## config.mk

```make
export PLATFORM = sky130hd
export DESIGN_NAME = rpdr_top
export DESIGN_NICKNAME = d
export VERILOG_FILES = /design/src/rpdr_pkg.sv /design/src/rpdr_half_div.sv /design/src/rpdr_top.sv
export SDC_FILE = /design/constraint.sdc
export NUM_CORES = 1
export LEC_CHECK = 0
export BUFFER_PORTS_ARGS = -buffer_cell sky130_fd_sc_hd__buf_2
export CORE_MARGIN = 1
export CORE_UTILIZATION = 61
export CTS_CLUSTER_SIZE = 30
export DETAILED_ROUTE_END_ITERATION = 8
export PLACE_DENSITY = 0.77
export SLEW_MARGIN = 25
export SYNTH_ARGS = -nofsm -noshare
export SYNTH_HDL_FRONTEND = slang
export SYNTH_SLANG_ARGS = --single-unit
export TNS_END_PERCENT = 1
```

## constraint.sdc

```tcl
create_clock -name CLK_I -period 5.5 [get_ports CLK_I]
set_input_delay 0.55 -clock CLK_I [delete_from_list [all_inputs] [get_ports CLK_I]]
set_output_delay 0.55 -clock CLK_I [all_outputs]
set_load 0.05 [all_outputs]
```

## src/rpdr_pkg.sv

```systemverilog
// Package of constants for the power defaults and test/reset pin block
package rpdr_pkg;
   // ****************************************************************
   // Timing
   // ****************************************************************
   localparam int CLK_HZ          = 200_000_000; // System clock rate
   localparam int TEST_FREQ_HZ    = 512;         // Test square wave rate
   localparam int TEST_HALF_CYC   = CLK_HZ / (2 * TEST_FREQ_HZ); // Half period
   localparam int CAL_XFER_MS     = 8;           // Factory value transfer time
   localparam int CAL_XFER_CYC    = (CLK_HZ / 1000) * CAL_XFER_MS; // In cycles

   // ****************************************************************
   // Register offsets (byte addresses on the plain port)
   // ****************************************************************
   localparam logic [7:0] ADDR_DCAL   = 8'h08; // Output level, freq test, digital cal
   localparam logic [7:0] ADDR_WDOG   = 8'h09; // Osc fail irq enable, watchdog
   localparam logic [7:0] ADDR_ALM1   = 8'h0a; // Alarm 1 enables
   localparam logic [7:0] ADDR_ACAL   = 8'h12; // Analog calibration
   localparam logic [7:0] ADDR_CTRL   = 8'h20; // Lock and misc control bits
   localparam logic [7:0] ADDR_TIMER  = 8'h21; // Timer and rate bits
   localparam logic [7:0] ADDR_ALM2   = 8'h22; // Alarm 2 bits
   localparam logic [7:0] ADDR_STAT   = 8'h23; // Block status

   // ****************************************************************
   // Field positions
   // ****************************************************************
   localparam int DCAL_OUT_BIT  = 7; // Output level bit
   localparam int DCAL_FT_BIT   = 6; // Frequency test bit
   localparam int DCAL_SIGN_BIT = 5; // Digital cal sign
   localparam int WDOG_OSC_FAIL_IRQ_ENABLE_BIT = 7; // Osc fail irq enable
   localparam int ALM1_IE_BIT   = 7; // Alarm 1 irq enable
   localparam int ALM1_SQUARE_WAVE_ENABLE_BIT = 6; // Square wave enable
   localparam int ALM1_ABE_BIT  = 5; // Alarm in backup enable
   localparam int CTRL_LOCK_BIT = 0; // Calibration lock
   localparam int CTRL_ST_BIT   = 1; // Oscillator stop
   localparam int CTRL_CBL_BIT  = 2; // Century low
   localparam int CTRL_CBH_BIT  = 3; // Century high
   localparam int CTRL_HT_BIT   = 4; // Halt update
   localparam int CTRL_OF_BIT   = 5; // Oscillator fail flag
   localparam int CTRL_ACS_BIT  = 6; // Analog cal sign

   // ****************************************************************
   // Initial power-up values
   // ****************************************************************
   localparam logic [7:0] DCAL_INIT  = 8'h80; // Output level 1, all else 0
   localparam logic [7:0] WDOG_INIT  = 8'h00; // Irq enable, multiplier, resolution 0
   localparam logic [7:0] ALM1_INIT  = 8'h40; // Square wave enable 1
   localparam logic [7:0] ACAL_INIT  = 8'h00; // Analog cal 0
   localparam logic [7:0] CTRL_INIT  = 8'h30; // Halt update and osc fail set
   localparam logic [7:0] TIMER_INIT = 8'h1c; // Timer freq 11, rate lo 1
   localparam logic [7:0] ALM2_INIT  = 8'h00; // Alarm 2 cleared
   localparam logic [7:0] WDOG_KEEP  = 8'h80; // Bits kept on later power-up
   localparam logic [7:0] TIMER_TE   = 8'h80; // Timer enable bit mask
   localparam logic [7:0] ACAL_FACTORY = 8'h5a; // Arbitrary factory cal default
endpackage : rpdr_pkg

```

## src/rpdr_half_div.sv

```systemverilog
// Divider producing the toggle enable for the test square wave
`timescale 1ns/1ps
module rpdr_half_div
   import rpdr_pkg::*;
#(
   parameter int HALF_CYC = TEST_HALF_CYC // Cycles per half period
)(
   input  wire logic clk_i,   // System clock
   input  wire logic rst_i,   // Async reset
   input  wire logic run_i,   // Count while high
   output logic      tick_o   // One-cycle toggle enable
);
   // ****************************************************************
   // Counter
   // ****************************************************************
   logic [31:0] cnt_reg; // Cycle count in half period

   // Restart from zero whenever stopped, so each run starts in phase
   always_ff @(posedge clk_i or posedge rst_i)
   begin
      if (rst_i)
      begin
         cnt_reg <= 32'h0;
         tick_o  <= 1'b0;
      end
      else if (!run_i)
      begin
         cnt_reg <= 32'h0;
         tick_o  <= 1'b0;
      end
      else if (cnt_reg == 32'(HALF_CYC - 1))
      begin
         cnt_reg <= 32'h0;
         tick_o  <= 1'b1;
      end
      else
      begin
         cnt_reg <= cnt_reg + 32'h1;
         tick_o  <= 1'b0;
      end
   end
endmodule : rpdr_half_div

```

## src/rpdr_top.sv

```systemverilog
// Power defaults, calibration lock and shared test/reset pin logic
//
// Operation
// - Test bit high drives 512 Hz wave
// - Test bit low, supply good: pin high
// - Supply fail clears test bit, asserts reset
// - Every power-up forces test bit low
// - First power-up loads part one defaults
// - First power-up loads part two defaults
// - Backed power-up keeps bits, forces few
// - Lock set copies factory value, read-only
// - Lock clear makes calibration plain storage
// - Factory transfer takes about 8 ms
`timescale 1ns/1ps
module rpdr_top
   import rpdr_pkg::*;
#(
   parameter int XFER_CYC = CAL_XFER_CYC // Transfer time, shorten in sim
)(
   input  wire logic       CLK_I,         // 200 MHz clock
   input  wire logic       RST_I,         // Async reset, high
   input  wire logic       SUPPLY_GOOD_I, // Supply above reset threshold
   input  wire logic       BACKUP_VALID_I,// Battery kept registers alive
   input  wire logic [7:0] FACTORY_CAL_I, // Factory programmed cal value
   input  wire logic [7:0] ADDR_I,        // Register address
   input  wire logic [7:0] WDATA_I,       // Write data
   input  wire logic       WR_I,          // Write strobe
   input  wire logic       RD_I,          // Read strobe
   output logic      [7:0] RDATA_O,       // Read data, one cycle later
   output logic            TEST_RESET_PIN_O,  // Open-drain output level
   output logic            TEST_RESET_PIN_OE_O, // Low while pulling pin low
   output logic            CAL_BUSY_O     // Factory transfer in progress
);
   // ****************************************************************
   // Declarations
   // ****************************************************************
   typedef enum logic [1:0] {RPDR_OFF, RPDR_PWRUP, RPDR_RUN} rpdr_pwr_e;

   rpdr_pwr_e   pwr_reg;        // Power sequencing state
   logic        first_done_reg; // Registers hold valid contents
   logic [7:0]  dcal_reg;       // Output, test, digital cal
   logic [7:0]  wdog_reg;       // Osc fail enable, watchdog
   logic [7:0]  alm1_reg;       // Alarm 1 enables and repeat
   logic [7:0]  acal_reg;       // Analog calibration
   logic [7:0]  ctrl_reg;       // Lock and misc control
   logic [7:0]  timer_reg;      // Timer, rate select
   logic [7:0]  alm2_reg;       // Alarm 2 bits
   logic [31:0] xfer_cnt_reg;   // Factory transfer counter
   logic        xfer_reg;       // Transfer running
   logic        sq_reg;         // Square wave level
   logic        tick;           // Half period enable
   logic        pwr_up;         // One-cycle power-up event
   logic        pwr_fail;       // Supply lost while running
   logic        wr_ok;          // Write accepted while powered

   assign pwr_up   = (pwr_reg == RPDR_PWRUP);
   assign pwr_fail = (pwr_reg == RPDR_RUN) && !SUPPLY_GOOD_I;
   assign wr_ok    = WR_I && (pwr_reg == RPDR_RUN) && SUPPLY_GOOD_I;

   // ****************************************************************
   // Power sequencing
   // ****************************************************************
   // Off until supply good, one power-up cycle, then running
   always_ff @(posedge CLK_I or posedge RST_I)
   begin
      if (RST_I)
      begin
         pwr_reg <= RPDR_OFF;
      end
      else
      begin
         case (pwr_reg)
            RPDR_OFF:   if (SUPPLY_GOOD_I) pwr_reg <= RPDR_PWRUP;
            RPDR_PWRUP: pwr_reg <= SUPPLY_GOOD_I ? RPDR_RUN : RPDR_OFF;
            RPDR_RUN:   if (!SUPPLY_GOOD_I) pwr_reg <= RPDR_OFF;
            default:    pwr_reg <= RPDR_OFF;
         endcase
      end
   end

   // Contents are trusted only if a backed power-up follows a good one
   always_ff @(posedge CLK_I or posedge RST_I)
   begin
      if (RST_I)
         first_done_reg <= 1'b0;
      else if (pwr_up)
         first_done_reg <= 1'b1;
      else if (pwr_reg == RPDR_OFF && !BACKUP_VALID_I)
         first_done_reg <= 1'b0; // Backup lost: next power-up is initial
   end

   // ****************************************************************
   // Control registers
   // ****************************************************************
   // Output and frequency test register
   always_ff @(posedge CLK_I or posedge RST_I)
   begin
      if (RST_I)
         dcal_reg <= DCAL_INIT;
      else if (pwr_up && !(first_done_reg && BACKUP_VALID_I))
         dcal_reg <= DCAL_INIT;
      else if (pwr_up)
         dcal_reg[DCAL_FT_BIT] <= 1'b0;
      else if (pwr_fail)
         dcal_reg[DCAL_FT_BIT] <= 1'b0;
      else if (wr_ok && ADDR_I == ADDR_DCAL)
         dcal_reg <= WDATA_I;
   end

   // Watchdog register: multiplier and resolution always cleared at power-up
   always_ff @(posedge CLK_I or posedge RST_I)
   begin
      if (RST_I)
         wdog_reg <= WDOG_INIT;
      else if (pwr_up && !(first_done_reg && BACKUP_VALID_I))
         wdog_reg <= WDOG_INIT;
      else if (pwr_up)
         wdog_reg <= wdog_reg & WDOG_KEEP;
      else if (wr_ok && ADDR_I == ADDR_WDOG)
         wdog_reg <= WDATA_I;
   end

   // Alarm 1 and alarm 2 enables, kept on backed power-up
   always_ff @(posedge CLK_I or posedge RST_I)
   begin
      if (RST_I)
      begin
         alm1_reg <= ALM1_INIT;
         alm2_reg <= ALM2_INIT;
      end
      else if (pwr_up && !(first_done_reg && BACKUP_VALID_I))
      begin
         alm1_reg <= ALM1_INIT;
         alm2_reg <= ALM2_INIT;
      end
      else if (wr_ok && ADDR_I == ADDR_ALM1)
         alm1_reg <= WDATA_I;
      else if (wr_ok && ADDR_I == ADDR_ALM2)
         alm2_reg <= WDATA_I;
   end

   // Timer register: timer enable always cleared at power-up
   always_ff @(posedge CLK_I or posedge RST_I)
   begin
      if (RST_I)
         timer_reg <= TIMER_INIT;
      else if (pwr_up && !(first_done_reg && BACKUP_VALID_I))
         timer_reg <= TIMER_INIT;
      else if (pwr_up)
         timer_reg <= timer_reg & ~TIMER_TE;
      else if (wr_ok && ADDR_I == ADDR_TIMER)
         timer_reg <= WDATA_I;
   end

   // Control register: halt update always set at power-up
   always_ff @(posedge CLK_I or posedge RST_I)
   begin
      if (RST_I)
         ctrl_reg <= CTRL_INIT;
      else if (pwr_up && !(first_done_reg && BACKUP_VALID_I))
         ctrl_reg <= CTRL_INIT;
      else if (pwr_up)
         ctrl_reg[CTRL_HT_BIT] <= 1'b1;
      else if (wr_ok && ADDR_I == ADDR_CTRL)
         ctrl_reg <= WDATA_I;
   end

   // ****************************************************************
   // Calibration lock and factory transfer
   // ****************************************************************
   // Rising lock starts the timed transfer; clearing lock aborts it
   always_ff @(posedge CLK_I or posedge RST_I)
   begin
      if (RST_I)
      begin
         xfer_reg     <= 1'b0;
         xfer_cnt_reg <= 32'h0;
      end
      else if (pwr_up)
      begin
         xfer_reg     <= 1'b0;
         xfer_cnt_reg <= 32'h0;
      end
      // Start must be tested before the abort: lock still reads 0 here
      else if (wr_ok && ADDR_I == ADDR_CTRL && WDATA_I[CTRL_LOCK_BIT]
               && !ctrl_reg[CTRL_LOCK_BIT])
      begin
         xfer_reg     <= 1'b1;
         xfer_cnt_reg <= 32'h0;
      end
      else if (!ctrl_reg[CTRL_LOCK_BIT])
      begin
         xfer_reg     <= 1'b0;
         xfer_cnt_reg <= 32'h0;
      end
      else if (xfer_reg)
      begin
         if (xfer_cnt_reg == 32'(XFER_CYC - 1))
            xfer_reg <= 1'b0;
         xfer_cnt_reg <= xfer_cnt_reg + 32'h1;
      end
   end

   // Analog cal: user storage when unlocked, factory copy when locked
   always_ff @(posedge CLK_I or posedge RST_I)
   begin
      if (RST_I)
         acal_reg <= ACAL_INIT;
      else if (pwr_up && !(first_done_reg && BACKUP_VALID_I))
         acal_reg <= ACAL_INIT;
      else if (xfer_reg && xfer_cnt_reg == 32'(XFER_CYC - 1))
         acal_reg <= FACTORY_CAL_I;
      else if (wr_ok && ADDR_I == ADDR_ACAL && !ctrl_reg[CTRL_LOCK_BIT])
         acal_reg <= WDATA_I;
   end

   // ****************************************************************
   // Read port
   // ****************************************************************
   // Read data stands one cycle after the strobe; unmapped reads zero
   always_ff @(posedge CLK_I or posedge RST_I)
   begin
      if (RST_I)
         RDATA_O <= 8'h00;
      else if (RD_I)
      begin
         case (ADDR_I)
            ADDR_DCAL:  RDATA_O <= dcal_reg;
            ADDR_WDOG:  RDATA_O <= wdog_reg;
            ADDR_ALM1:  RDATA_O <= alm1_reg;
            ADDR_ACAL:  RDATA_O <= acal_reg;
            ADDR_CTRL:  RDATA_O <= ctrl_reg;
            ADDR_TIMER: RDATA_O <= timer_reg;
            ADDR_ALM2:  RDATA_O <= alm2_reg;
            ADDR_STAT:  RDATA_O <= {5'h00, xfer_reg, first_done_reg,
                                    (pwr_reg == RPDR_RUN)};
            default:    RDATA_O <= 8'h00;
         endcase
      end
      else
         RDATA_O <= 8'h00;
   end

   // ****************************************************************
   // Test square wave and pin
   // ****************************************************************
   rpdr_half_div #(
      .HALF_CYC (TEST_HALF_CYC)
   ) u_div (
      .clk_i  (CLK_I),
      .rst_i  (RST_I),
      .run_i  (dcal_reg[DCAL_FT_BIT] && pwr_reg == RPDR_RUN),
      .tick_o (tick)
   );

   // Square wave toggles on each half period, idles high
   always_ff @(posedge CLK_I or posedge RST_I)
   begin
      if (RST_I)
         sq_reg <= 1'b1;
      else if (!dcal_reg[DCAL_FT_BIT])
         sq_reg <= 1'b1;
      else if (tick)
         sq_reg <= ~sq_reg;
   end

   // Open drain: enable low pulls the pin low, high releases it
   always_ff @(posedge CLK_I or posedge RST_I)
   begin
      if (RST_I)
      begin
         TEST_RESET_PIN_O    <= 1'b0;
         TEST_RESET_PIN_OE_O <= 1'b0;
      end
      else if (!SUPPLY_GOOD_I || pwr_reg != RPDR_RUN)
      begin
         TEST_RESET_PIN_O    <= 1'b0;
         TEST_RESET_PIN_OE_O <= 1'b0;
      end
      else if (dcal_reg[DCAL_FT_BIT])
      begin
         TEST_RESET_PIN_O    <= sq_reg;
         TEST_RESET_PIN_OE_O <= sq_reg;
      end
      else
      begin
         TEST_RESET_PIN_O    <= 1'b1;
         TEST_RESET_PIN_OE_O <= 1'b1;
      end
   end

   // Busy flag mirrors the transfer so software can wait it out
   always_ff @(posedge CLK_I or posedge RST_I)
   begin
      if (RST_I)
         CAL_BUSY_O <= 1'b0;
      else
         CAL_BUSY_O <= xfer_reg;
   end
endmodule : rpdr_top

```

==> out/summary.json, run 1 <==
{
  "global_route": {
    "globalRouteTotalUtil": 0.310,
    "overflow": 0,
    "pin_count_of_the_biggest_net_entering_global_routing": 72,
    "first_global_vias": 5426,
    "antenna_found_initial": 0,
    "grt_pass1_wl_um": 27600
  },
  "yosys": {
    "netlist-cell-type-count": 65,
    "synthDominantAreaCellType": "dfrtp_1",
    "synth_top_cells_by_count": "128 x dfrtp_1, 58 x a21oi_1, 56 x nor2_1",
    "postSynth.topFlopCell": "dfrtp_1",
    "syn_area_um2": 7000,
    "yosys.cell_count.top_type": "dfrtp_1",
    "yosysTopAreaCellShare": 0.457,
    "ys_async_sr_fraction": 1.00,
    "mappedNetlistNets": 740,
    "synth-edff-count": 0,
    "postSynthCellCount": 708,
    "yosys_register_bits": 136,
    "synth.area.top_cells": "dfrtp_1 46%, a21oi_1 4.1%, mux2i_1 3.7%",
    "syn_avg_cell_area_um2": 9.89,
    "synth_warnings": 0,
    "sequential_share_of_the_synthesized_area": 0.487
  },
  "place": {
    "finalWeightedCongestion": 0.960,
    "port_buffers": 40,
    "placedCellCount": 852,
    "detailedPlacementHpwl_um": 11600
  },
  "sta": {
    "min_period_over_period": 0.481,
    "slew_viol_final": 0,
    "final_clock_skew_ns": 0.0119,
    "finalSetupViolations": 0,
    "timing.final.crit_period_ns": 2.64,
    "finalHoldViolations": 0,
    "setup_tns_ns": 0,
    "timing.fmax_mhz": 378,
    "rsz0062_at_grt": "no",
    "pin_slew_with_the_least_headroom_to_its_limit_ns": 0.926,
    "timing.max_slew.rel_slack": 0.376
  },
  "drt": {
    "antenna_left": 0,
    "routed_wl_um": 17200,
    "first_pass_iters": 8,
    "post_drt_via_cell_ratio": 6.65,
    "drt_drc_violations_left": 0,
    "detail_route.iter0.violations": 735,
    "via_count": 5880,
    "wire_per_inst_um": 19.5
  },
  "floorplanning": {
    "num_io_pins": 41,
    "floorplan.die.height_um": 109,
    "initial_core_util": 0.635,
    "row_count": 38,
    "die_area_um2": 11900,
    "fp.dieW_um": 109,
    "core-area_um2": 11000
  },
  "finish": {
    "final-instance-count-excl-fill": 884,
    "antenna-diode-count": 0,
    "area_delta_synth_final_pct": 12.2,
    "drive_above_1_share": 0.175,
    "finalNetCount": 763
  },
  "critical_path": {
    "timing.setup.critical_path_class": "flop to flop",
    "critPathMaxStageDelay_ns": 0.68,
    "critPathSlowestCell": "a21oi_2",
    "worstPathArrival_ns": 2.95,
    "setup.worst_path.end_class": "flop",
    "crit_chain": "nand2b_1 > a21oi_2 > buf_4 > a21o_1 > mux2_2",
    "crit_fanout": 15,
    "worst_ep_required_time_ns": 5.80,
    "worst-r2r-cell-count": 5,
    "timing.critical_path.from_type": "flop"
  },
  "clocking": {
    "worst_skew_pair.late_latency_ns": 0.43,
    "cts.htree.levels": 4,
    "cts-root-buf": "clkbuf_16",
    "postCtsHoldBufs": 0,
    "clock_path_buffers": 2,
    "cts_buffers": 17,
    "clk_pin_slew_ns": 0.06,
    "cts_setup_buffers": 0,
    "cts.sink_count": 136,
    "cts.repair.resized": 0,
    "tritoncts_clock_tree": "done"
  },
  "status": {
    "status": "complete, no violations"
  },
  "power": {
    "leakagePower_nw": 3.22,
    "power_w": 0.00237,
    "vdd_ir_drop_max_uv": 274,
    "power.density_cell_area_nw_per_um2": 301
  },
  "min_path": {
    "worstHoldPathType": "input port to asynchronous set/reset pin"
  },
  "run": {
    "maximum_capacitance_violations": 0
  }
}
[stage by stage]
step / setup slack, ns / utilization / hold slack (ns) / area [um2]
after floorplan: 1.32 / - / 0.355 / 7000
after global placement: 2.73 / 0.658 / 0.465 / 7260
after detailed placement: 2.58 / 0.658 / 0.474 / 7260
after CTS: 2.53 / 0.712 / 0.239 / 7850
after global routing: 2.69 / 0.713 / 0.281 / 7860
final: 2.86 / 0.713 / 0.228 / 7860
[metal layers]
metal  wire length, um  vias to the layer above  share of wire  track usage
met1              7510                     2929           0.44        0.429
met2              7890                      218           0.46        0.455
li1                  -                     2702              -            -
met5                 0                        -              0            0
met3              1470                       31          0.085       0.0944
met4               346                        0          0.020        0.124
[cell type report]
| type | instances | area [um2] |
|---|---|---|
| multi-input combinational | 510 | 3350 |
| sequential | 136 | 3410 |
| clock inverter | 11 | 121 |
| inverter | 20 | 80.1 |
| fill | 814 | 3170 |
| tap | 140 | 175 |
| timing repair buffer | 46 | 245 |
| clock buffer | 21 | 470 |
[cell families after synthesis]
group	after synthesis	share of synthesized area
fa+ha+maj	2	0.00357
flops	136	0.487
mux	45	0.0725
simple gates	279	0.222
buf+inv	62	0.0357
xor+xnor	22	0.0275
compound gates	162	0.151
[cell usage in the layout (no fill, tap or decap), types with 3 or more instances in the layout]
master     instances
dfrtp_1          128
a21oi_1           57
nor2_1            56
nand2_1           41
buf_2             40
nand3_1           38
o21ai_0           35
or4_1             30
nand4_1           27
mux2i_1           26
o31ai_1           25
inv_1             19
clkbuf_16         17
mux2_2            16
xnor2_1           15
nor4_1            13
and2_1            12
or3_1             12
nor3_1             9
o221a_2            8
dfstp_2            8
nor2b_1            7
xor2_1             7
and4_1             6
buf_4              6
o2bb2ai_1          5
a22o_1             5
a222oi_1           5
nand2b_1           4
clkinv_2           4
and3_1             3
or2_2              3
mux4_2             3
clkbuf_8           3
[worst paths after layout]
path,slack (ns),endpoint,startpoint
worst min register to register,0.49,ctrl_reg[4],ctrl_reg[4]
worst max register to register,2.86,dcal_reg[5],pwr_reg[1]
min in group CLK_I,0.41,acal_reg[1],FACTORY_CAL_I[1]
worst min-delay path,0.23,xfer_cnt_reg[5],RST_I
worst max-delay path,2.86,dcal_reg[5],pwr_reg[1]
max in group asynchronous,4.04,alm1_reg[2],RST_I
[worst max-delay path, delay by kind of cell, from the launching register on]
family / cells / cell delay (ns)
compound gates: 2 / 1.00
buf+inv: 1 / 0.28
flops: 1 / 0.44
simple gates: 1 / 0.41
mux: 1 / 0.39
[power breakdown]
part	switching [W]	internal, W
clock	0.000427	0.000701
sequential	0.0000294	0.00104
combinational	0.000108	0.0000608
Note: power is estimated with default switching activity, not from simulation.
==> run 2: changes to the inputs <==
==> constraint.sdc (replaced) <==
create_clock -name CLK_I -period 2.5 [get_ports CLK_I]
set_input_delay 0.25 -clock CLK_I [delete_from_list [all_inputs] [get_ports CLK_I]]
set_output_delay 0.25 -clock CLK_I [all_outputs]
set_load 0.05 [all_outputs]
==> out/summary.json, run 2 (synthesized netlist as in run 1, its figures left out) <==
{
  "power": {
    "switching_share": 0.235,
    "power.density_cell_area_nw_per_um2": 645,
    "power_w": 0.00520,
    "power.share.clock": 0.473,
    "leakagePower_nw": 3.34,
    "vdd_ir_drop_max_uv": 443,
    "share_seq_of_total_power": 0.451,
    "comb_power_share": 0.077,
    "cellInternalPower_w": 0.00398,
    "power_switching_w": 0.00122
  },
  "critical_path": {
    "critPathSlowestCell": "dfrtp_1",
    "worstPathArrival_ns": 2.53,
    "worst_ep_required_time_ns": 2.81,
    "timing.setup.critical_path_class": "flop to flop",
    "timing.critical_path.from_type": "flop",
    "crit_chain": "nand2b_1 > buf_4 > a21oi_1 > a21o_1 > mux2_2",
    "r2r_end": "dcal_reg[0]",
    "setup.reg_to_reg.worst_slack_ns": 0.27,
    "setup.worst_path.end_class": "flop",
    "critPathBufInv": 1,
    "rr_startpoint": "pwr_reg[1]",
    "worst-r2r-cell-count": 5,
    "critPathMaxStageDelay_ns": 0.44,
    "crit_fanout": 9,
    "critical-path-top-delay-family": "compound AO/OA/AOI/OAI gates"
  },
  "sta": {
    "final_critical_path_setup_slack_ns": 0.271,
    "final_clock_skew_ns": 0.00754,
    "min_period_over_period": 0.892,
    "rsz0062_at_grt": "no",
    "timing.fmax_mhz": 449,
    "timing.max_slew.rel_slack": 0.548,
    "setup_tns_ns": 0,
    "slew_viol_final": 0,
    "finalHoldViolations": 0,
    "finalSetupViolations": 0,
    "pin_slew_with_the_least_headroom_to_its_limit_ns": 0.676,
    "timing.final.crit_period_ns": 2.23
  },
  "drt": {
    "first_pass_iters": 5,
    "post_drt_via_cell_ratio": 6.68,
    "antenna_left": 0,
    "wire_per_inst_um": 19.8,
    "routed_wl_um": 18000,
    "via_count": 6079,
    "detail_route.iter0.violations": 576,
    "drt_drc_violations_left": 0
  },
  "floorplanning": {
    "fp.dieW_um": 109,
    "die_area_um2": 11900,
    "row_count": 38,
    "floorplan.die.height_um": 109,
    "initial_core_util": 0.635,
    "num_io_pins": 41,
    "core-area_um2": 11000
  },
  "finish": {
    "area_delta_synth_final_pct": 15.1,
    "antenna-diode-count": 0,
    "final_cell_utilization_of_the_core": 0.731,
    "finalNetCount": 789,
    "regArea_um2": 3410,
    "drive_above_1_share": 0.195,
    "multi_input_comb_area_um2": 3350,
    "most_common_library_cell_in_the_layout_ignoring_fill_and_taps": "dfrtp_1",
    "num-fill-cells": 789,
    "layout.cells.most_common_list": "128 x dfrtp_1, 58 x a21oi_1, 56 x nor2_1",
    "layout.cell_area.non_filler_um2": 8060
  },
  "global_route": {
    "globalRouteTotalUtil": 0.321,
    "pin_count_of_the_biggest_net_entering_global_routing": 39,
    "antenna_found_initial": 0,
    "grt_pass1_wl_um": 28600,
    "overflow": 0,
    "first_global_vias": 5886
  },
  "clocking": {
    "worst_skew_pair.late_latency_ns": 0.42,
    "clk_pin_slew_ns": 0.06,
    "cts_buffers": 17,
    "cts.repair.resized": 0,
    "clock_path_buffers": 2,
    "cts-root-buf": "clkbuf_16",
    "tritoncts_clock_tree": "done",
    "cts.htree.levels": 4,
    "cts.sink_count": 136
  },
  "place": {
    "finalWeightedCongestion": 0.932,
    "detailedPlacementHpwl_um": 12500,
    "place_ws_ns": 0.288,
    "dpl-instance-area_um2": 7470,
    "port_buffers": 40
  },
  "min_path": {
    "cell_depth_of_the_worst_hold_path": 3,
    "min_to": "TEST_RESET_PIN_OE_O",
    "hold_start": "SUPPLY_GOOD_I",
    "worstHoldPathType": "input port to flop"
  },
  "run": {
    "maximum_capacitance_violations": 0
  },
  "status": {
    "status": "complete, no violations"
  }
}
-- run 2: changes by cell type in the layout (fill, tap and decap cells not counted), sizes merged --
cell / change
clkbuf: +3
clkinv: -2
dlygate4sd3: +1
inv: -2
clkinvlp: +1
buf: +25
-- run 2: worst reg2reg max path: cells and delay by family (launching register included) --
family	cells	cell delay, ns
compound gates	2	0.79
flops	1	0.44
mux	1	0.39
simple gates	1	0.27
buf+inv	1	0.22
-- run 2: per-layer routing --
metal / part of all wire / global-route usage / vias to the layer above
met2: 0.46 / 0.489 / 275
met5: 0 / 0 / -
met1: 0.43 / 0.419 / 3002
li1: - / - / 2755
met3: 0.087 / 0.107 / 47
met4: 0.024 / 0.138 / 0
-- run 2: layout make-up --
cell class / count / share of cell area
Timing Repair Buffer: 72 / 0.0581
Tap cell: 140 / 0.0217
Clock inverter: 8 / 0.0118
Inverter: 20 / 0.00978
Clock buffer: 24 / 0.0598
Sequential cell: 136 / 0.423
Multi-Input combinational cell: 510 / 0.415
-- run 2: stage by stage --
step           cells  hold slack (ns)
2_1_floorplan    708            0.355
3_3_place_gp     877            0.370
3_5_place_dp     877            0.387
4_1_cts          910            0.100
5_1_grt          910            0.107
6_report         910            0.104
-- run 2: worst max-delay path by stage --
stage	startpoint	slack (ns)	cells after the start	end
detailed placement	xfer_cnt_reg[15]	0.29	4	xfer_cnt_reg[25]
CTS	xfer_cnt_reg[15]	0.29	4	xfer_cnt_reg[25]
floorplan	xfer_cnt_reg[0]	0.49	7	acal_reg[0]
global placement	xfer_cnt_reg[15]	0.35	4	xfer_cnt_reg[25]
global route	xfer_cnt_reg[15]	0.18	4	xfer_cnt_reg[25]
finish	pwr_reg[1]	0.27	5	dcal_reg[0]
-- run 2: power groups by stage --
stage               Clock, W  Combinational [W]  Sequential [W]
global route         0.00257           0.000429         0.00235
CTS                  0.00247           0.000394         0.00234
finish               0.00246           0.000400         0.00234
global placement           0           0.000375         0.00238
floorplan                  0           0.000243         0.00236
detailed placement         0           0.000388         0.00238
-- run 2: what timing repair did --
action | 4_1_cts | 5_1_grt
endpoints found under the hold margin | 25 | 0
setup buffers | 0 | 0
hold buffers | 1 | 0
==> run 3: changes to the inputs <==
--- a/config.mk
+++ b/config.mk
@@ -14,5 +14,6 @@
 export SLEW_MARGIN = 25
 export SYNTH_ARGS = -nofsm -noshare
 export SYNTH_HDL_FRONTEND = slang
+export SYNTH_HIERARCHICAL = 1
 export SYNTH_SLANG_ARGS = --single-unit
 export TNS_END_PERCENT = 1
==> out/summary.json, run 3 <==
{
  "sta": {
    "setup_tns_ns": 0,
    "finalSetupViolations": 0,
    "final_critical_path_setup_slack_ns": 0.330,
    "rsz0062_at_grt": "no",
    "slew_viol_final": 0,
    "min_period_over_period": 0.868,
    "final_clock_skew_ns": 0.00650,
    "timing.final.crit_period_ns": 2.17,
    "pin_slew_with_the_least_headroom_to_its_limit_ns": 0.604,
    "timing.fmax_mhz": 461,
    "finalHoldViolations": 0,
    "timing.max_slew.rel_slack": 0.595
  },
  "critical_path": {
    "worstPathArrival_ns": 2.49,
    "worst_ep_required_time_ns": 2.82,
    "crit_fanout": 8,
    "setup.worst_path.end_class": "flop",
    "timing.critical_path.from_type": "flop",
    "timing.setup.critical_path_class": "flop to flop"
  },
  "finish": {
    "final-instance-count-excl-fill": 898,
    "most_common_library_cell_in_the_layout_ignoring_fill_and_taps": "dfrtp_1",
    "area_delta_synth_final_pct": 13.6,
    "layout.cells.most_common_list": "128 x dfrtp_1, 81 x nor2_1, 47 x nand2_1, 47 x mux2i_1, 40 x buf_2",
    "regArea_um2": 3410,
    "num-fill-cells": 828,
    "final_cell_utilization_of_the_core": 0.726,
    "finalNetCount": 777,
    "antenna-diode-count": 0,
    "multi_input_comb_area_um2": 3410,
    "drive_above_1_share": 0.154
  },
  "clocking": {
    "tritoncts_clock_tree": "done",
    "cts_buffers": 17,
    "cts-root-buf": "clkbuf_16",
    "cts.sink_count": 136,
    "worst_skew_pair.late_latency_ns": 0.42,
    "cts.htree.levels": 4,
    "clock_path_buffers": 2,
    "cts_setup_buffers": 0,
    "clk_pin_slew_ns": 0.06
  },
  "yosys": {
    "syn_area_um2": 7050,
    "mappedNetlistNets": 734,
    "synth-edff-count": 0,
    "synth.area.top_cells": "dfrtp_1 45%, mux2i_1 6.7%, nor2_1 4.3%",
    "yosys.cell_count.top_type": "dfrtp_1",
    "syn_avg_cell_area_um2": 10.0,
    "postSynthCellCount": 702,
    "synth_top_cells_by_count": "128 x dfrtp_1, 81 x nor2_1, 47 x mux2i_1, 47 x nand2_1, 36 x nand3_1",
    "sequential_share_of_the_synthesized_area": 0.484,
    "netlist-cell-type-count": 60,
    "ys_async_sr_fraction": 1.00,
    "yosys_register_bits": 136,
    "postSynth.topFlopCell": "dfrtp_1",
    "synthDominantAreaCellType": "dfrtp_1",
    "synth_warnings": 6,
    "yosysTopAreaCellShare": 0.454
  },
  "global_route": {
    "globalRouteTotalUtil": 0.316,
    "antenna_found_initial": 0,
    "overflow": 0,
    "first_global_vias": 5630,
    "grt_pass1_wl_um": 28500,
    "pin_count_of_the_biggest_net_entering_global_routing": 104
  },
  "floorplanning": {
    "initial_core_util": 0.639,
    "fp.dieW_um": 110,
    "floorplan.die.height_um": 110,
    "die_area_um2": 12000,
    "core-area_um2": 11000,
    "num_io_pins": 41,
    "row_count": 38
  },
  "power": {
    "power_w": 0.00520,
    "vdd_ir_drop_max_uv": 946,
    "power.density_cell_area_nw_per_um2": 649,
    "leakagePower_nw": 3.55
  },
  "drt": {
    "detail_route.iter0.violations": 445,
    "antenna_left": 0,
    "first_pass_iters": 4,
    "wire_per_inst_um": 19.1,
    "routed_wl_um": 17100,
    "drt_drc_violations_left": 0,
    "post_drt_via_cell_ratio": 6.35,
    "via_count": 5703
  },
  "place": {
    "finalWeightedCongestion": 0.883,
    "placedCellCount": 865,
    "port_buffers": 40,
    "place_ws_ns": 0.359,
    "detailedPlacementHpwl_um": 11700
  },
  "status": {
    "status": "complete, no violations"
  },
  "min_path": {
    "worstHoldPathType": "input port to flop"
  },
  "run": {
    "maximum_capacitance_violations": 0
  }
}
[run 3: changes by cell type in the layout (fill, tap and decap cells not counted), moves of 7 or more]
cell     before  now
a21oi_1      58   27
nor2_1       56   81
o21ai_0      35   10
mux2i_1      26   47
xor2_1        7   25
mux2_2       16    0
or4_1        30   14
buf_4        29   15
o21ai_1       0   13
mux2_1        0   10
o221a_2       8    0
o31ai_1      25   18
[run 3: repair_timing]
item,4_1_cts,5_1_grt
hold buffers,1,0
hold endpoints to repair,33,0
resized for setup,0,0
[run 3: layout make-up]
type	instances	share of cell area
Sequential cell	136	0.426
Multi-Input combinational cell	514	0.425
Clock buffer	19	0.0540
Timing Repair Buffer	58	0.0453
Tap cell	140	0.0219
Clock inverter	13	0.0186
Inverter	18	0.00890
[run 3: cells by family (layout without fill, tap and decap cells)]
kind of cell	count (synthesis)	in the layout	synth area share
buf+inv	52	108	0.0330
simple gates	307	307	0.243
mux	58	58	0.0859
compound gates	109	109	0.103
flops	136	136	0.484
fa+ha+maj	2	2	0.00355
xor+xnor	38	38	0.0472
[run 3: per-stage QoR]
| stage | hold slack [ns] | instance area, um2 |
|---|---|---|
| floorplan | 0.333 | 7050 |
| global placement | 0.380 | 7420 |
| detailed placement | 0.388 | 7420 |
| CTS | 0.0761 | 8010 |
| global route | 0.0876 | 8010 |
| finish | 0.0926 | 8010 |
[run 3: power by group]
group | internal (W) | switching, W | total, W
sequential | 0.00226 | 0.0000501 | 0.00231
combinational | 0.000130 | 0.000290 | 0.000420
clock | 0.00148 | 0.000986 | 0.00247
[run 3: layer usage]
metal	track usage	up-vias	routed length [um]
met3	0.0836	22	1120
met1	0.439	2835	7900
met5	0	-	0
met2	0.483	186	7840
met4	0.108	0	248
li1	-	2660	-
[run 3: critical path: stages (launching register included)]
cell	delay, ns
dfrtp_1	0.41
and4b_1	0.51
nand4_1	0.58
mux2i_1	0.28
a211oi_1	0.29
[run 3: path summary, 6_finish.rpt]
| check | start | end | slack, ns | cells past startpoint |
|---|---|---|---|---|
| min | SUPPLY_GOOD_I | pwr_reg[1] | 0.09 | 2 |
| min in group asynchronous | RST_I | u_div/cnt_reg[28] | 0.48 | 4 |
| min reg2reg | dcal_reg[0] | dcal_reg[0] | 0.49 | 1 |
| max | pwr_reg[0] | acal_reg[6] | 0.33 | 4 |
| max reg2reg | pwr_reg[0] | acal_reg[6] | 0.33 | 4 |
| max in group asynchronous | RST_I | acal_reg[6] | 1.54 | 4 |
